**config.mk**
```make
export PLATFORM = sky130hd
export DESIGN_NAME = charge_port_ctrl
export DESIGN_NICKNAME = d
export VERILOG_FILES = /design/src/charge_port_pkg.sv /design/src/dcp_auto_detect.sv /design/src/charge_port_ctrl.sv
export VERILOG_INCLUDE_DIRS = /design/src
export SDC_FILE = /design/constraint.sdc
export NUM_CORES = 1
export LEC_CHECK = 0
export BUFFER_PORTS_ARGS = -buffer_cell sky130_fd_sc_hd__buf_4
export CORE_AREA = 8 8 94 96
export DETAILED_ROUTE_END_ITERATION = 8
export DIE_AREA = 0 0 102 104
export HOLD_SLACK_MARGIN = 0.05
export RECOVER_POWER = 25
export SLEW_MARGIN = 20
export SYNTH_ARGS = -nofsm -noshare
export SYNTH_HDL_FRONTEND = slang
export SYNTH_SLANG_ARGS = --single-unit
```
**constraint.sdc**
```tcl
create_clock -name i_clk_sys -period 3.5 [get_ports i_clk_sys]
set_input_delay 0.525 -clock i_clk_sys [delete_from_list [all_inputs] [get_ports i_clk_sys]]
set_output_delay 0.525 -clock i_clk_sys [all_outputs]
set_load 0.02 [all_outputs]
```
**src/charge_port_cfg.svh**
```systemverilog
// timing counts and encodings for the charge-port mode controller
`ifndef CHARGE_PORT_CFG_SVH
`define CHARGE_PORT_CFG_SVH

`define CP_CLK_PERIOD_NS        5
`define CP_DEBOUNCE_US          100
`define CP_DEBOUNCE_CYC         ((`CP_DEBOUNCE_US * 1000) / `CP_CLK_PERIOD_NS)
`define CP_DWELL_12V_US         500
`define CP_DWELL_12V_CYC        ((`CP_DWELL_12V_US * 1000) / `CP_CLK_PERIOD_NS)
`define CP_MODE_SEL_SDP         2'h2
`define CP_MODE_SEL_CDP         2'h3
`define CP_MODE_SEL_DCP         2'h1
`define CP_MODE_SEL_RSVD        2'h0

`endif

```
**src/charge_port_pkg.sv**
```systemverilog
// types shared by the charge-port mode controller
package charge_port_pkg;

    typedef enum logic [2:0] {
        ST_SHUTDOWN = 3'h0,
        ST_STANDBY  = 3'h1,
        ST_DEBOUNCE = 3'h3,
        ST_ATTACHED = 3'h2,
        ST_DETACH   = 3'h6
    } port_state_t;

    typedef enum logic [1:0] {
        DCP_DIV3  = 2'h0,
        DCP_V12   = 2'h1,
        DCP_SHORT = 2'h3
    } dcp_state_t;

    typedef enum logic [1:0] {
        USB_NONE = 2'h0,
        USB_SDP  = 2'h1,
        USB_CDP  = 2'h2,
        USB_DCP  = 2'h3
    } usb_mode_t;

endpackage : charge_port_pkg

```
**src/dcp_auto_detect.sv**
```systemverilog
// dedicated-charging auto-detect state machine
`timescale 1ns/1ps
`default_nettype none
`include "charge_port_cfg.svh"

module dcp_auto_detect #(
    parameter int unsigned DWELL_CYC = `CP_DWELL_12V_CYC
) (
    input  wire logic                     i_clk_sys,
    input  wire logic                     i_sys_rst,
    input  wire logic                     i_clk_en,
    input  wire logic                     i_active,
    input  wire logic                     i_short_dev_seen,
    input  wire logic                     i_line_released,
    output charge_port_pkg::dcp_state_t   o_state
);

    localparam int unsigned CW = $clog2(DWELL_CYC + 1);

    charge_port_pkg::dcp_state_t state_q;
    logic [CW-1:0]               dwell_q;

    // ------------------------------------------------------------
    // scheme sequencing
    // ------------------------------------------------------------
    // dwell restarts on every entry to the 1.2 V scheme
    always_ff @(posedge i_clk_sys or posedge i_sys_rst) begin
        if (i_sys_rst) begin
            state_q <= charge_port_pkg::DCP_DIV3;
            dwell_q <= '0;
        end else if (i_clk_en) begin
            if (!i_active) begin
                state_q <= charge_port_pkg::DCP_DIV3;
                dwell_q <= '0;
            end else begin
                case (state_q)
                    charge_port_pkg::DCP_DIV3: begin
                        // a divider-3 device never loads the lines, so it stays here
                        if (i_short_dev_seen) begin
                            state_q <= charge_port_pkg::DCP_V12;
                            dwell_q <= '0;
                        end
                    end
                    charge_port_pkg::DCP_V12: begin
                        if (i_line_released) begin
                            state_q <= charge_port_pkg::DCP_DIV3;
                        end else if (dwell_q >= CW'(DWELL_CYC - 1)) begin
                            state_q <= charge_port_pkg::DCP_SHORT;
                        end else begin
                            dwell_q <= dwell_q + 1'b1;
                        end
                    end
                    charge_port_pkg::DCP_SHORT: begin
                        if (i_line_released) begin
                            state_q <= charge_port_pkg::DCP_DIV3;
                        end
                    end
                    default: begin
                        state_q <= charge_port_pkg::DCP_DIV3;
                    end
                endcase
            end
        end
    end

    assign o_state = state_q;

endmodule // dcp_auto_detect
`default_nettype wire

```
**src/charge_port_ctrl.sv**
```systemverilog
// port-mode control for a usb type-c downstream charging port
//
// Summary of operation
// - after supply clears lockout, start only while the power-on gate is high
// - after start-up, watch both configuration-channel pins for a sink
// - turn buck on only after sink detection holds for the debounce time
// - drive load-switch gate while a sink is attached
// - source vconn onto the unused configuration pin when it shows ra
// - enter type-c first, then sdp, cdp or dcp from mode select and data lines
// - sdp supplies 500 ma usb2 or 900 ma usb3; host must be active
// - dedicated charging has one dcp-auto state choosing among three schemes
// - shorted mode joins d+ and d- through at most 200 ohms
// - divider-3 scheme presents 2.7 v on both data lines
// - 1.2 v scheme shorts and pulls lines to 1.2 v, then goes shorted
// - auto-detect machine starts in divider-3
// - shorted-standard device passes briefly through 1.2 v before shorted mode
// - hold 1.2 v or shorted until the line is released, then divider-3
// - a divider-3 device keeps the machine in divider-3
// - pass switches closed in cdp or sdp only while enabled and attached
// - in cdp the pass switches stay closed during the handshake
// - external-fet current limit opens the pass switches
// - vconn current limit leaves the pass switches alone
// - mode select: 10 sdp 1.5 a, 11 cdp 3 a, 01 dcp auto 3 a, 00 reserved
// - enabled with no valid rd: low-power standby with buck off
`timescale 1ns/1ps
`default_nettype none
`include "charge_port_cfg.svh"

module charge_port_ctrl #(
    parameter int unsigned DEBOUNCE_CYC = `CP_DEBOUNCE_CYC,
    parameter int unsigned DWELL_CYC    = `CP_DWELL_12V_CYC,
    parameter bit          HAS_DCP      = 1'b1
) (
    input  wire logic  i_clk_sys,
    input  wire logic  i_sys_rst,
    input  wire logic  i_clk_en,
    input  wire logic  i_power_on_gate_input,
    input  wire logic  i_supply_ok,
    input  wire logic  i_cc1_rd,
    input  wire logic  i_cc2_rd,
    input  wire logic  i_cc1_ra,
    input  wire logic  i_cc2_ra,
    input  wire logic  i_mode_select_a,
    input  wire logic  i_mode_select_b,
    input  wire logic  i_host_active,
    input  wire logic  i_usb3_host,
    input  wire logic  i_dcp_short_dev_seen,
    input  wire logic  i_dcp_line_released,
    input  wire logic  i_ext_fet_ilim,
    input  wire logic  i_vconn_ilim,
    output logic       o_buck_enable,
    output logic       o_load_switch_gate_drive,
    output logic       o_vconn_cc1,
    output logic       o_vconn_cc2,
    output logic       o_cc_polarity,
    output logic       o_pass_switch_on,
    output logic       o_dcp_short_en,
    output logic       o_dcp_div3_en,
    output logic       o_dcp_v12_en,
    output logic       o_cdp_handshake_en,
    output logic [1:0] o_usb_mode,
    output logic       o_adv_3a,
    output logic       o_sdp_900ma,
    output logic       o_charge_allowed,
    output logic       o_mode_reserved
);

    localparam int unsigned DBW = $clog2(DEBOUNCE_CYC + 1);

    // ------------------------------------------------------------
    // mode-select decode
    // ------------------------------------------------------------
    // used by both the mode register and the reserved flag
    function automatic charge_port_pkg::usb_mode_t decode_mode(input logic a, input logic b, input logic dcp_ok);
        logic [1:0] sel;
        sel = {a, b};
        case (sel)
            `CP_MODE_SEL_SDP: decode_mode = charge_port_pkg::USB_SDP;
            `CP_MODE_SEL_CDP: decode_mode = charge_port_pkg::USB_CDP;
            `CP_MODE_SEL_DCP: decode_mode = dcp_ok ? charge_port_pkg::USB_DCP : charge_port_pkg::USB_NONE;
            default:          decode_mode = charge_port_pkg::USB_NONE;
        endcase
    endfunction

    charge_port_pkg::port_state_t state_q;
    logic [DBW-1:0]               deb_q;
    logic                         cc_sel_q;
    logic                         enabled;
    logic                         sink_seen;
    logic                         sink_on_sel;
    charge_port_pkg::usb_mode_t   mode_now;
    charge_port_pkg::dcp_state_t  dcp_state;
    logic                         attached;

    assign enabled     = i_power_on_gate_input & i_supply_ok;
    assign sink_seen   = i_cc1_rd | i_cc2_rd;
    assign sink_on_sel = cc_sel_q ? i_cc2_rd : i_cc1_rd;
    assign mode_now    = decode_mode(i_mode_select_a, i_mode_select_b, HAS_DCP);
    assign attached    = (state_q == charge_port_pkg::ST_ATTACHED);

    // ------------------------------------------------------------
    // attach state machine
    // ------------------------------------------------------------
    // losing enable or supply drops straight to shutdown from any state
    always_ff @(posedge i_clk_sys or posedge i_sys_rst) begin
        if (i_sys_rst) begin
            state_q  <= charge_port_pkg::ST_SHUTDOWN;
            deb_q    <= '0;
            cc_sel_q <= 1'b0;
        end else if (i_clk_en) begin
            if (!enabled) begin
                state_q <= charge_port_pkg::ST_SHUTDOWN;
                deb_q   <= '0;
            end else begin
                case (state_q)
                    charge_port_pkg::ST_SHUTDOWN: begin
                        state_q <= charge_port_pkg::ST_STANDBY;
                    end
                    charge_port_pkg::ST_STANDBY: begin
                        deb_q <= '0;
                        if (sink_seen) begin
                            cc_sel_q <= ~i_cc1_rd;              // prefer cc1 if both show rd
                            state_q  <= charge_port_pkg::ST_DEBOUNCE;
                        end
                    end
                    charge_port_pkg::ST_DEBOUNCE: begin
                        if (!sink_on_sel) begin
                            state_q <= charge_port_pkg::ST_STANDBY;
                        end else if (deb_q >= DBW'(DEBOUNCE_CYC - 1)) begin
                            state_q <= charge_port_pkg::ST_ATTACHED;
                        end else begin
                            deb_q <= deb_q + 1'b1;
                        end
                    end
                    charge_port_pkg::ST_ATTACHED: begin
                        if (!sink_on_sel) begin
                            state_q <= charge_port_pkg::ST_DETACH;
                        end
                    end
                    charge_port_pkg::ST_DETACH: begin
                        // one cycle to drop power before watching again
                        state_q <= charge_port_pkg::ST_STANDBY;
                    end
                    default: begin
                        state_q <= charge_port_pkg::ST_SHUTDOWN;
                    end
                endcase
            end
        end
    end

    // ------------------------------------------------------------
    // dedicated-charging scheme selection
    // ------------------------------------------------------------
    dcp_auto_detect #(
        .DWELL_CYC (DWELL_CYC)
    ) u_dcp (
        .i_clk_sys        (i_clk_sys),
        .i_sys_rst        (i_sys_rst),
        .i_clk_en         (i_clk_en),
        .i_active         (attached && mode_now == charge_port_pkg::USB_DCP),
        .i_short_dev_seen (i_dcp_short_dev_seen),
        .i_line_released  (i_dcp_line_released),
        .o_state          (dcp_state)
    );

    // ------------------------------------------------------------
    // power path outputs
    // ------------------------------------------------------------
    // buck and gate follow attach and rd on the selected pin; standby keeps vbus at zero
    always_ff @(posedge i_clk_sys or posedge i_sys_rst) begin
        if (i_sys_rst) begin
            o_buck_enable            <= 1'b0;
            o_load_switch_gate_drive <= 1'b0;
            o_vconn_cc1              <= 1'b0;
            o_vconn_cc2              <= 1'b0;
            o_cc_polarity            <= 1'b0;
        end else if (i_clk_en) begin
            o_buck_enable            <= attached & sink_on_sel;
            o_load_switch_gate_drive <= attached & sink_on_sel;
            o_vconn_cc1              <= attached & cc_sel_q & i_cc1_ra;
            o_vconn_cc2              <= attached & ~cc_sel_q & i_cc2_ra;
            o_cc_polarity            <= cc_sel_q;
        end
    end

    // ------------------------------------------------------------
    // usb mode and advertisement
    // ------------------------------------------------------------
    // type-c only until attach; the charging mode is chosen afterwards
    always_ff @(posedge i_clk_sys or posedge i_sys_rst) begin
        if (i_sys_rst) begin
            o_usb_mode       <= charge_port_pkg::USB_NONE;
            o_adv_3a         <= 1'b0;
            o_sdp_900ma      <= 1'b0;
            o_charge_allowed <= 1'b0;
            o_mode_reserved  <= 1'b0;
        end else if (i_clk_en) begin
            o_usb_mode       <= attached ? mode_now : charge_port_pkg::USB_NONE;
            o_adv_3a         <= (mode_now == charge_port_pkg::USB_CDP) ||
                                (mode_now == charge_port_pkg::USB_DCP);
            o_sdp_900ma      <= i_usb3_host;
            // sdp and cdp charge only with a live host controller
            o_charge_allowed <= attached && ((mode_now == charge_port_pkg::USB_DCP) ||
                                ((mode_now != charge_port_pkg::USB_NONE) && i_host_active));
            o_mode_reserved  <= (mode_now == charge_port_pkg::USB_NONE);
        end
    end

    // ------------------------------------------------------------
    // data-line switches and dcp line conditioning
    // ------------------------------------------------------------
    // vconn current limit is deliberately not an input to the switch term
    always_ff @(posedge i_clk_sys or posedge i_sys_rst) begin
        if (i_sys_rst) begin
            o_pass_switch_on   <= 1'b0;
            o_cdp_handshake_en <= 1'b0;
            o_dcp_short_en     <= 1'b0;
            o_dcp_div3_en      <= 1'b0;
            o_dcp_v12_en       <= 1'b0;
        end else if (i_clk_en) begin
            o_pass_switch_on   <= attached && i_power_on_gate_input && !i_ext_fet_ilim &&
                                  ((mode_now == charge_port_pkg::USB_SDP) ||
                                   (mode_now == charge_port_pkg::USB_CDP));
            o_cdp_handshake_en <= attached && (mode_now == charge_port_pkg::USB_CDP);
            o_dcp_short_en     <= attached && (mode_now == charge_port_pkg::USB_DCP) &&
                                  (dcp_state != charge_port_pkg::DCP_DIV3);
            o_dcp_div3_en      <= attached && (mode_now == charge_port_pkg::USB_DCP) &&
                                  (dcp_state == charge_port_pkg::DCP_DIV3);
            o_dcp_v12_en       <= attached && (mode_now == charge_port_pkg::USB_DCP) &&
                                  (dcp_state == charge_port_pkg::DCP_V12);
        end
    end

endmodule // charge_port_ctrl
`default_nettype wire

```
# Word level (Yosys, flattened, before mapping)

Cells that the tools add are included.

Bits in registers: 53
Bits of input ports: 17

Reduce and logical (&&, ||, !) cells: 25
Magnitude comparators: 2
$add $sub $neg: 2
Eq/ne operators: 24
Multiplexer cells: 24
Bitwise operators: 9

Operators with widths:

| operator                                                        | number |
|---|---|
| 17-bit 2-to-1 mux                                               | 4 |
| 15-bit 2-to-1 mux                                               | 3 |
| 17-bit case mux with 2 select lines                             | 1 |
| 15-bit case mux with 2 select lines                             | 1 |
| 3-bit != test, second input constant                            | 9 |
| 17-bit by 1-bit adder with 17-bit output, second input constant | 1 |
| 17-bit greater-or-equal comparator, second input constant       | 1 |
| 4-bit AND reduction                                             | 4 |
| 15-bit by 1-bit adder with 15-bit output, second input constant | 1 |
| 15-bit greater-or-equal comparator, second input constant       | 1 |
| 3-bit 2-to-1 mux                                                | 5 |
| 2-bit 2-to-1 mux                                                | 6 |
| 2-bit case mux with 3 select lines                              | 2 |
| 3-bit case mux with 4 select lines                              | 1 |
| 2-bit == test, second input constant                            | 5 |
| 1-bit logical AND                                               | 10 |
| 4-bit != test, second input constant                            | 2 |
| 1-bit bitwise AND                                               | 6 |
| 2-bit by 1-bit == test with 1-bit output, second input constant | 3 |
| 3-bit by 2-bit == test with 1-bit output, second input constant | 2 |
| 5-bit AND reduction                                             | 1 |
| 2-bit zero test                                                 | 2 |
| 2-bit nonzero test                                              | 2 |
| 3-bit by 1-bit == test with 1-bit output, second input constant | 1 |
| 9 further kinds                                                 | 12 |

# Longest topological paths before layout

Gate-level depths: netlist (run 1).

Depth after elaboration: 6
Depth in mapped cells: 7

# Cells and area by module

Synthesis (run 1) repeated with hierarchy kept, for this count alone.

Cell total of the unflattened synthesis: 340
Area total of the unflattened synthesis: 3070.4 µm²

Modules (own cells, without submodules):

| module           | area each (µm²) | instances | sequential area each (µm²) | cells an instance |
|---|---|---|---|---|
| charge_port_ctrl | 1878.1          | 1         | 850.8                      | 206 |
| dcp_auto_detect  | 1192.4          | 1         | 475.5                      | 134 |

# Worst setup path after synthesis (run 1)

Ideal clock, no wire load.

Path type: input to register
Start point: input i_clk_en
End point: register u_dcp.dwell_q[13]
Required time: 3.422 ns
Slack: 1.333 ns
Arrival time: 2.088 ns
Stages: 6
Path buffers: 1
Path through: clkbuf_1 -> inv_1 -> a311o_1 -> a2111o_1 -> or3_1 -> a21oi_1

Longest elaborated chain between the ends: 1

RTL lines:

| item                                 | RTL line               | source |
|---|---|---|
| start, declared                      | charge_port_ctrl.sv:36 | `input wire logic i_clk_en,` |
| 5-bit AND reduction (no source line) | -                      |  |
| end signal, assigned                 | dcp_auto_detect.sv:50  | `dwell_q <= dwell_q + 1'b1;` |
| end, declared                        | dcp_auto_detect.sv:21  | `logic [CW-1:0] dwell_q;` |

Every way passes these cells.
A chain may end at the register's enable or synchronous reset.

# Final worst setup path (run 1)

Start point: input i_clk_en
End point: register u_dcp.dwell_q[9]

Same word-level chain as after synthesis.

==> results of run 1 <==
==> cells by family after synthesis <==
family | count (synthesis)
compound gates | 89
mux | 11
fa+ha+maj | 5
simple gates | 112
xor+xnor | 5
buf+inv | 26
flops | 53
==> cell usage in the layout, fill, tap and decap left out, types with 2 or more instances in the layout <==
master	count
sky130_fd_sc_hd__and3_1	5
sky130_fd_sc_hd__a211oi_1	2
sky130_fd_sc_hd__ha_1	5
sky130_fd_sc_hd__a311o_1	2
sky130_fd_sc_hd__clkbuf_8	5
sky130_fd_sc_hd__o21bai_1	2
sky130_fd_sc_hd__o21a_1	3
sky130_fd_sc_hd__xnor2_1	4
sky130_fd_sc_hd__clkbuf_1	2
sky130_fd_sc_hd__a32o_1	3
sky130_fd_sc_hd__nand2b_1	4
sky130_fd_sc_hd__nor2_1	17
sky130_fd_sc_hd__or3_1	4
sky130_fd_sc_hd__a21oi_1	18
sky130_fd_sc_hd__mux2_2	6
sky130_fd_sc_hd__nand4_1	6
sky130_fd_sc_hd__nand2_1	27
sky130_fd_sc_hd__nor4_1	5
sky130_fd_sc_hd__inv_1	14
sky130_fd_sc_hd__a2111oi_0	2
sky130_fd_sc_hd__nor3_1	7
sky130_fd_sc_hd__nand3_1	25
sky130_fd_sc_hd__a41oi_1	8
sky130_fd_sc_hd__o2bb2ai_1	5
sky130_fd_sc_hd__mux2i_1	5
sky130_fd_sc_hd__buf_4	33
sky130_fd_sc_hd__o211ai_1	7
sky130_fd_sc_hd__or4_1	5
sky130_fd_sc_hd__a31oi_1	12
sky130_fd_sc_hd__dfrtp_1	53
sky130_fd_sc_hd__a21o_1	3
sky130_fd_sc_hd__o21ai_0	13
==> registers in the layout, summed over array words and instances (netlist names) <==
signal and cells:
cc_sel_q 1, deb_q 15, o_adv_3a 1, o_cc_polarity 1
o_cdp_handshake_en 1, o_charge_allowed 1, o_dcp_div3_en 1, o_dcp_short_en 1
o_dcp_v12_en 1, o_load_switch_gate_drive 1, o_mode_reserved 1, o_pass_switch_on 1
o_sdp_900ma 1, o_usb_mode 2, o_vconn_cc1 1, o_vconn_cc2 1
state_q 3, u_dcp.dwell_q 17, u_dcp.o_state 2
==> per-layer routing <==
| metal | vias to the layer above | wire [um] | track usage, % |
|---|---|---|---|
| met2 | 33 | 3121 | 20.53 |
| met4 | 0 | 70 | 3.778 |
| li1 | 1206 | - | - |
| met5 | - | 0 | 0 |
| met1 | 1193 | 2984 | 16.08 |
| met3 | 7 | 210 | 2.811 |
==> power breakdown <==
| part | total [mW] | switching (mW) | leakage, nW | internal [mW] |
|---|---|---|---|---|
| registers | 0.658 | 0.0244 | 0.729 | 0.634 |
| logic | 0.165 | 0.100 | 0.600 | 0.0649 |
| clock network | 0.421 | 0.206 | 0.0554 | 0.215 |
==> worst paths after layout <==
kind                                  start                to  slack, ps
setup / recovery                   i_clk_en  u_dcp.dwell_q[9]        840
hold / removal                     i_cc1_rd          cc_sel_q        390
setup reg to reg                 state_q[1]  u_dcp.dwell_q[3]       1120
hold reg to reg            o_charge_allowed  o_charge_allowed        500
max in group asynchronous         i_sys_rst          deb_q[9]       1940
min in group asynchronous         i_sys_rst  u_dcp.dwell_q[9]        620
==> stage by stage <==
stage	instance area, sq um	cells	total power [mW]	util, %	worst slack, ps
after CTS	3307	434	1.270	44.41	1111
after detailed placement	3196	426	0.8408	42.91	1069
after global routing	3303	434	1.310	44.35	647.0
final	3303	434	1.244	44.35	837.3
after floorplan	2849	301	0.7692	-	1333
after global placement	3196	426	0.8382	42.91	1098
==> cell type report <==
type | count | area (sq um) | area share [%]
Tap cell | 102 | 127.6 | 3.864
Sequential cell | 53 | 1326 | 40.15
Timing Repair Buffer | 35 | 259.0 | 7.841
Inverter | 14 | 52.55 | 1.591
Clock buffer | 6 | 72.57 | 2.197
Multi-Input combinational cell | 222 | 1426 | 43.18
Clock inverter | 2 | 38.79 | 1.174
==> critical path: cells and delay by family <==
family                 cells  cell delay, ps
AOI/OAI and AO/OA          3            1070
buffers and inverters      2             930
and+or+nand+nor            1             380
==> results.ini, run 1 <==
[run_status]
status=finished, final reports clean

[place]
hpwl_mm=4.565
finalWeightedCongestion=0.8068
port_buffers=31

[yosys]
ffs_w_async_s_r_synth_pct=100.0
yosys_register_bits=53
netlist_area_sq_um=2849
seq_area_frac_synth_pct=46.55
synth_most_common_cell=sky130_fd_sc_hd__dfrtp_1
synthXorXnorAreaFrac_pct=1.537
synth.top_cells.by_area=sky130_fd_sc_hd__dfrtp_1 47%, sky130_fd_sc_hd__nand3_1 4.4%, sky130_fd_sc_hd__nand2_1 3.6%, sky130_fd_sc_hd__a21oi_1 3.2%, sky130_fd_sc_hd__a31oi_1 2.6%
syn_avg_cell_area_sq_um=9.465
yosysUniqueCellTypes=49
synth_adder_area_share_pct=2.196
netlist.top_cell.by_area=sky130_fd_sc_hd__dfrtp_1
synth_top_flop_cell=sky130_fd_sc_hd__dfrtp_1
synth_warnings=0
netlist.area_leader.share_pct=46.55
synth-edff-count=0
synthCells=301
post_synthesis_compound_gate_area_fraction_pct=21.87
synth_top_family_by_area=compound AO/OA/AOI/OAI gates
simple_gate_share_of_the_synthesized_area_pct=20.11
post_synth_mux_area_share_pct=4.128
synth_common_cells=53 x sky130_fd_sc_hd__dfrtp_1, 27 x sky130_fd_sc_hd__nand2_1, 25 x sky130_fd_sc_hd__nand3_1
synthesis.nets=323

[floorplan]
floorplan.io_pins=33
rows=32
core_sq_um=7447
floorplan.initialDensity_pct=38.26
die_width_um=102
floorplan.die.height_um=104
design.die.area_sq_um=10610

[timing]
max_freq_mhz=375.6
final.setup.tns_ps=0
hold_viol_final=0
slew-limit-headroom_pct=5.656
unrepaired_setup_endpoints_after_global_routing=false
layout_worst_path_cycle_share_pct=76.08
timing.clock.skew_ps=14.25
maxSlewViolCount=0
finalSetupViolations=0
finalCriticalPeriod_ps=2663
worstMarginPinSlew_ps=1414
finalHoldWorstSlack_ps=392.1

[routing]
num_vias=2439
detailedRoute.firstIterationViolations=67
drc_errors=0
routed_wire_length_per_instance_um=14.71
via_per_inst=5.620
detailedRoute.firstPassIterationCount=4
postRouteWirelength_mm=6.386
ant_nets=0

[critical_path]
critical_path.cell_chain=clkbuf_1 > inv_1 > a311o_1 > a2111o_1 > or3_1 > a21oi_1
timing.reg2reg.worst_path_depth=5
critical_path.slowest_cell=sky130_fd_sc_hd__clkbuf_1
cp.required_ps=3750
endpoint_kind=register
startpoint_type=input pin
timing.setup.critical_path_class=input pin to register
arrival_ps=2910
cpPeakStageDelay_ps=800
critical_path.max_fanout=25

[clocking]
ctsHoldBuffers=0
cts_tree=built
clock_sink_count=53
clk_latency_ps=310
path_clk_slew_ps=100
postCtsResizedCells=0
clock_path_buffers=2
cts_root_buffer=sky130_fd_sc_hd__clkbuf_8
cts_inserted_buffers=5
cts.repair_timing.setup_buffer_count=0
cts_max_level=2

[global_routing]
grt_util_all_layers_pct=12.62
grt_pass1_wl_mm=11.17
grt_antenna_before_repair=0
grt_max_degree=39
number_of_global_route_vias_before_repair=2379
grt_overflow=0

[hold_path]
timing.hold.worst_path_depth=2
hp-class=input pin to register

[power_and_ir_drop]
power_per_cell_area_nw_per_um2=376.7
worst_case_vdd_ir_drop_mv=0.2089
power_leakage_nw=1.385

[finish]
share_of_final_layout_standard_cells_stronger_than_drive_strength_1_pct=15.66
final_nets=353
insertedDiodeCount=0
fillCellCount=749
area_growth_pct=15.94

[flow_run]
max_cap_violations=0

Power figures use the tool's default switching activity.
==> inputs of run 2 (changes only) <==
==> constraint.sdc (replaced) <==
create_clock -name i_clk_sys -period 2.6 [get_ports i_clk_sys]
set_input_delay 0.39 -clock i_clk_sys [delete_from_list [all_inputs] [get_ports i_clk_sys]]
set_output_delay 0.39 -clock i_clk_sys [all_outputs]
set_load 0.02 [all_outputs]
==> results.ini, run 2 (synthesis results as in run 1) <==
[place]
post-place-ws_ps=274.4  ; -794.7 ps
port_buffers=31  ; unchanged
hpwl_mm=4.675  ; +2.4%
finalWeightedCongestion=0.8191  ; +1.5%

[routing]
drc_errors=0  ; unchanged
detailedRoute.firstPassIterationCount=4  ; unchanged
ant_nets=0  ; unchanged
detailedRoute.firstIterationViolations=67  ; unchanged
num_vias=2429  ; -0.41%
via_per_inst=5.508  ; -2.0%
postRouteWirelength_mm=6.610  ; +3.5%
routed_wire_length_per_instance_um=14.99  ; +1.9%

[timing]
max_freq_mhz=430.5
final_critical_path_setup_slack_ps=277.0  ; -560.3 ps
finalCriticalPeriod_ps=2323
final.setup.tns_ps=0  ; unchanged
slew-limit-headroom_pct=12.39  ; +6.7 points
worstMarginPinSlew_ps=1314  ; -99.45 ps
layout_worst_path_cycle_share_pct=89.34
finalSetupViolations=0  ; unchanged
hold_viol_final=0  ; unchanged
timing.clock.skew_ps=8.897  ; -5.353 ps
unrepaired_setup_endpoints_after_global_routing=false
maxSlewViolCount=0  ; unchanged

[critical_path]
cpPeakStageDelay_ps=580  ; -220 ps
critical_path.max_fanout=10  ; -60%
timing.critical_path.buf_inv=0  ; -2
endpoint_kind=register
timing.setup.critical_path_class=register to register
reg2reg_setup_slack_ps=280  ; -840 ps
critical_path.slowest_cell=sky130_fd_sc_hd__a2111o_1
cp.required_ps=2850  ; -900 ps
path_depth=5  ; -1
arrival_ps=2570  ; -340 ps
startpoint_type=register
critical_path.cell_chain=nor4_1 > o211ai_1 > a2111o_1 > or3_1 > a21oi_1
critPathTopFamily=compound AO/OA/AOI/OAI gates
timing.reg2reg.worst_path_depth=5  ; unchanged

[clocking]
ctsHoldBuffers=0  ; unchanged
cts.repair_timing.setup_buffer_count=0  ; unchanged
cts_max_level=2  ; unchanged
clk_latency_ps=310  ; about the same
postCtsResizedCells=0  ; unchanged
cts_inserted_buffers=5  ; unchanged
clock_sink_count=53  ; unchanged
cts_root_buffer=sky130_fd_sc_hd__clkbuf_8
path_clk_slew_ps=100  ; about the same
clock_path_buffers=2  ; unchanged
cts_tree=built

[finish]
area_growth_pct=17.13
share_of_final_layout_standard_cells_stronger_than_drive_strength_1_pct=17.99  ; +2.3 points
multi_input_gate_area_sq_um=1426  ; unchanged
fillCellCount=748  ; -0.13%
layout.cells.most_common=sky130_fd_sc_hd__dfrtp_1
final_cell_mix=53 x sky130_fd_sc_hd__dfrtp_1, 40 x sky130_fd_sc_hd__buf_4, 27 x sky130_fd_sc_hd__nand2_1
top_register=u_dcp.dwell_q
insertedDiodeCount=0  ; unchanged
register_area_sq_um=1326  ; unchanged
reg_top3=u_dcp.dwell_q (17), deb_q (15), state_q (3)
number_of_flip_flops_under_the_largest_register_name=17  ; unchanged
final_nets=360  ; +2.0%

[power_and_ir_drop]
power_per_cell_area_nw_per_um2=479.5  ; +27%
power_consumption_mw=1.600  ; +29%
switching_power_uw=458.5  ; +39%
pwr-share-comb_pct=15.1  ; +1.8 points
worst_case_vdd_ir_drop_mv=0.3085  ; +48%
seqPwrFrac_pct=55.1  ; +2.2 points
p_sw_share_pct=28.66  ; +2.1 points
internal-power_mw=1.141  ; +25%
power_leakage_nw=1.415  ; +2.2%
clock_power_share_pct=29.8  ; -4.0 points

[run_status]
status=finished, final reports clean

[floorplan]
rows=32  ; unchanged
floorplan.initialDensity_pct=38.26  ; unchanged
core_sq_um=7447  ; unchanged
floorplan.die.height_um=104  ; unchanged
floorplan.io_pins=33  ; unchanged
design.die.area_sq_um=10610  ; unchanged
die_width_um=102  ; unchanged

[hold_path]
hp-class=input pin to register
timing.hold.worst_path_depth=2  ; unchanged

[global_routing]
number_of_global_route_vias_before_repair=2369  ; -0.42%
grt_util_all_layers_pct=13.02  ; +0.40 points
grt_pass1_wl_mm=11.46  ; +2.6%
grt_antenna_before_repair=0  ; unchanged
grt_max_degree=54  ; +38%
grt_overflow=0  ; unchanged

[flow_run]
max_cap_violations=0  ; unchanged

[run 2: cell count changes in the layout (fill, tap and decap cells not counted), sizes merged]
cell    previous run  this run
buf               33        40
bufinv             1         0
clkbuf             8         7
clkinv             1         3
[run 2: final cells by class]
| class | instances | share of cell area, % |
|---|---|---|
| timing repair buffer | 42 | 9.374 |
| inverter | 14 | 1.575 |
| clock buffer | 5 | 2.062 |
| multi-input combinational | 222 | 42.74 |
| sequential | 53 | 39.74 |
| tap | 102 | 3.825 |
| clock inverter | 3 | 0.6749 |
[run 2: metrics by stage]
stage	hold WS (ps)	cell area (sq um)	cells	util, %
floorplan	464.5	2849	301	-
global placement	469.5	3248	433	43.62
detailed placement	479.2	3248	433	43.62
CTS	245.6	3339	441	44.84
global route	246.8	3337	441	44.81
finish	256.3	3337	441	44.81
[run 2: power by group through the flow]
stage / registers (mW) / logic (mW) / clock network, mW
2_1_floorplan: 0.914 / 0.121 / 0
3_3_place_gp: 0.898 / 0.243 / 0
3_5_place_dp: 0.898 / 0.246 / 0
4_1_cts: 0.882 / 0.246 / 0.499
5_1_grt: 0.887 / 0.263 / 0.529
6_report: 0.882 / 0.241 / 0.477
[run 2: worst register-to-register path, stage by stage, from the launching register on]
cell	delay (ps)
sky130_fd_sc_hd__dfrtp_1	440
sky130_fd_sc_hd__nor4_1	390
sky130_fd_sc_hd__o211ai_1	320
sky130_fd_sc_hd__a2111o_1	580
sky130_fd_sc_hd__or3_1	390
sky130_fd_sc_hd__a21oi_1	140
[run 2: path summary, 6_finish.rpt]
check	startpoint	end
setup / recovery	u_dcp.dwell_q[12]	u_dcp.dwell_q[9]
hold / removal	i_cc1_rd	cc_sel_q
setup reg to reg	u_dcp.dwell_q[12]	u_dcp.dwell_q[9]
hold reg to reg	o_usb_mode[0]	o_usb_mode[0]
max in group asynchronous	i_sys_rst	o_cc_polarity
min in group asynchronous	i_sys_rst	u_dcp.dwell_q[12]
[run 2: layer usage]
| metal | routed length [um] | global-route usage, % | part of all wire [%] |
|---|---|---|---|
| met1 | 3211 | 16.98 | 49 |
| met2 | 3185 | 21.04 | 48 |
| met3 | 143 | 2.343 | 2.2 |
| met4 | 68 | 4.092 | 1.0 |
| met5 | 0 | 0 | 0 |
==> inputs of run 3 (changes only) <==
--- a/config.mk
+++ b/config.mk
@@ -7,12 +7,13 @@
 export NUM_CORES = 1
 export LEC_CHECK = 0
 export BUFFER_PORTS_ARGS = -buffer_cell sky130_fd_sc_hd__buf_4
-export CORE_AREA = 8 8 94 96
+export CORE_AREA = 8 8 97 99
 export DETAILED_ROUTE_END_ITERATION = 8
-export DIE_AREA = 0 0 102 104
+export DIE_AREA = 0 0 105 107
 export HOLD_SLACK_MARGIN = 0.05
 export RECOVER_POWER = 25
 export SLEW_MARGIN = 20
 export SYNTH_ARGS = -nofsm -noshare
 export SYNTH_HDL_FRONTEND = slang
+export SYNTH_HIERARCHICAL = 1
 export SYNTH_SLANG_ARGS = --single-unit
==> results.ini, run 3 <==
[global_routing]
grt_pass1_wl_mm=12.64  ; +10%
number_of_global_route_vias_before_repair=2696  ; +14%
grt_util_all_layers_pct=13.28  ; +0.26 points
grt_overflow=0  ; unchanged
grt_max_degree=41  ; -24%
grt_antenna_before_repair=0  ; unchanged

[floorplan]
rows=33  ; +3.1%
die_width_um=105  ; +2.9%
floorplan.io_pins=33  ; unchanged
floorplan.initialDensity_pct=38.73  ; +0.48 points
core_sq_um=7928  ; +6.5%
design.die.area_sq_um=11240  ; +5.9%
floorplan.die.height_um=107  ; +2.9%

[yosys]
netlist.top_cell.by_area=sky130_fd_sc_hd__dfrtp_1
netlist.area_leader.share_pct=43.19  ; -3.4 points
synth_common_cells=53 x sky130_fd_sc_hd__dfrtp_1, 39 x sky130_fd_sc_hd__nand2_1, 37 x sky130_fd_sc_hd__a31oi_1
synth_warnings=6  ; +6
yosys_register_bits=53  ; unchanged
yosysUniqueCellTypes=62  ; +27%
synthesis.nets=362  ; +12%
seq_area_frac_synth_pct=43.19  ; -3.4 points
synth_top_flop_cell=sky130_fd_sc_hd__dfrtp_1
ffs_w_async_s_r_synth_pct=100.0  ; unchanged
netlist_area_sq_um=3070  ; +7.8%
synth-edff-count=0  ; unchanged
synthCells=340  ; +13%
syn_avg_cell_area_sq_um=9.031  ; -4.6%
synth.top_cells.by_area=sky130_fd_sc_hd__dfrtp_1 43%, sky130_fd_sc_hd__a31oi_1 7.5%, sky130_fd_sc_hd__nand2_1 4.8%, sky130_fd_sc_hd__o21ai_0 3.3%, sky130_fd_sc_hd__inv_1 3.2%
synth_most_common_cell=sky130_fd_sc_hd__dfrtp_1

[place]
port_buffers=31  ; unchanged
finalWeightedCongestion=0.8578  ; +4.7%
placedInstanceArea_sq_um=3441  ; +5.9%
hpwl_mm=5.170  ; +11%

[routing]
via_per_inst=5.680  ; +3.1%
postRouteWirelength_mm=7.351  ; +11%
num_vias=2738  ; +13%
ant_nets=0  ; unchanged
detailedRoute.firstPassIterationCount=4  ; unchanged
drc_errors=0  ; unchanged
detailedRoute.firstIterationViolations=92  ; +37%
routed_wire_length_per_instance_um=15.25  ; +1.8%

[timing]
final.setup.tns_ps=0  ; unchanged
worstMarginPinSlew_ps=1832  ; +517.8 ps
finalSetupViolations=0  ; unchanged
timing.clock.skew_ps=14.79  ; +5.889 ps
max_freq_mhz=415.7  ; -3.4%
layout_worst_path_cycle_share_pct=92.52  ; +3.2 points
unrepaired_setup_endpoints_after_global_routing=false
maxSlewViolCount=35  ; +35
hold_viol_final=0  ; unchanged
finalCriticalPeriod_ps=2405  ; +82.55 ps
slew-limit-headroom_pct=-22.13  ; -35 points

[clocking]
cts.repair_timing.setup_buffer_count=0  ; unchanged
cts_root_buffer=sky130_fd_sc_hd__clkbuf_8
clk_latency_ps=300  ; about the same
cts_tree=built
cts_max_level=2  ; unchanged
cts_inserted_buffers=5  ; unchanged
ctsHoldBuffers=0  ; unchanged
postCtsResizedCells=0  ; unchanged
clock_path_buffers=2  ; unchanged
path_clk_slew_ps=100  ; about the same
clock_sink_count=53  ; unchanged

[flow_run]
max_cap_violations=1  ; +1

[power_and_ir_drop]
worst_case_vdd_ir_drop_mv=0.2143  ; -31%
seqPwrFrac_pct=52.7  ; -2.4 points
pwr-share-comb_pct=12.3  ; -2.8 points
internal-power_mw=1.255  ; +9.9%
power_leakage_nw=1.458  ; +3.0%
p_sw_share_pct=25.06  ; -3.6 points
switching_power_uw=419.6  ; -8.5%
clock_power_share_pct=34.9  ; +5.1 points
power_per_cell_area_nw_per_um2=471.7  ; -1.6%

[run_status]
failed_checks=capacitance limit, slew limit
status=finished, violations left

[critical_path]
timing.setup.critical_path_class=register to register
critical_path.max_fanout=12  ; +2
worstReg2RegStart=u_dcp/dwell_q[11]
startpoint_type=register
timing.reg2reg.worst_path_depth=5  ; unchanged
r2r_end=u_dcp/dwell_q[7]
cp.required_ps=2760  ; -90 ps
endpoint_kind=register
arrival_ps=2570  ; about the same
reg2reg_setup_slack_ps=190  ; -80 ps

[finish]
final_cell_mix=53 x sky130_fd_sc_hd__dfrtp_1, 39 x sky130_fd_sc_hd__nand2_1, 38 x sky130_fd_sc_hd__buf_4
fillCellCount=779  ; +4.1%
insertedDiodeCount=0  ; unchanged
top_register=u_dcp/dwell_q
multi_input_gate_area_sq_um=1585  ; +11%
area_growth_pct=15.61
share_of_final_layout_standard_cells_stronger_than_drive_strength_1_pct=17.24  ; -0.75 points
design_area_sq_um=3550  ; +6.4%
number_of_flip_flops_under_the_largest_register_name=17  ; unchanged
layout.cells.most_common=sky130_fd_sc_hd__dfrtp_1
register_area_sq_um=1326  ; unchanged
reg_top3=u_dcp/dwell_q (17), deb_q (15), state_q (3)
final_nets=398  ; +11%

[hold_path]
hp-class=input pin to async pin

[run 3: worst max path at each step]
stage / start / endpoint / slack [ps]
finish: u_dcp/dwell_q[11] / u_dcp/dwell_q[7] / 190
global route: state_q[0] / u_dcp/dwell_q[5] / 40
CTS: state_q[0] / u_dcp/dwell_q[11] / 210
detailed placement: i_mode_select_a / u_dcp/dwell_q[4] / 170
global placement: i_mode_select_a / u_dcp/dwell_q[11] / 210
floorplan: state_q[0] / u_dcp/dwell_q[14] / 200
[run 3: area by class of cell]
class                           instances  area share [%]
Clock buffer                            7           2.432
Clock inverter                          1          0.8460
Inverter                               26           2.749
Multi-Input combinational cell        250           44.66
Sequential cell                        53           37.36
Tap cell                              105           3.701
Timing Repair Buffer                   40           8.248
[run 3: logic make-up after synthesis]
kind of cell               count (synthesis)  synth area share, %
buffers and inverters                     37                5.175
AOI/OAI and AO/OA                        109                24.57
xor gates and xnor gates                   1               0.2853
muxes                                      8                2.812
adders and majority gates                  5                2.037
and+or+nand+nor                          127                21.92
DFF                                       53                43.19
[run 3: stage by stage]
step / power, mW / instances / utilization, % / setup slack [ps] / hold slack (ps)
6_report: 1.674 / 482 / 44.78 / 194.5 / 228.7
5_1_grt: 1.759 / 482 / 44.78 / 41.76 / 277.9
4_1_cts: 1.709 / 482 / 44.87 / 205.7 / 202.1
3_5_place_dp: 1.111 / 474 / 43.40 / 170.0 / 493.9
3_3_place_gp: 1.106 / 474 / 43.40 / 213.5 / 471.8
2_1_floorplan: 1.023 / 340 / - / 198.8 / 341.1
[run 3: per-layer routing]
metal	track usage, %	wire [um]
met4	4.179	99
met5	0	0
met2	21.67	3334
met3	2.819	301
met1	17.23	3617
[run 3: worst max-delay path, cell delays in order, from the launching register on]
cell	delay (ps)
sky130_fd_sc_hd__dfrtp_1	440
sky130_fd_sc_hd__or4_1	560
sky130_fd_sc_hd__or4_4	570
sky130_fd_sc_hd__o211a_1	390
sky130_fd_sc_hd__a22oi_1	230
sky130_fd_sc_hd__o32ai_1	100
[run 3: power by group through the flow]
stage	clock, mW	combinational (mW)	sequential [mW]
after detailed placement	0	0.212	0.899
after global routing	0.640	0.231	0.888
after global placement	0	0.209	0.897
after floorplan	0	0.112	0.910
final	0.585	0.206	0.883
after CTS	0.615	0.212	0.883
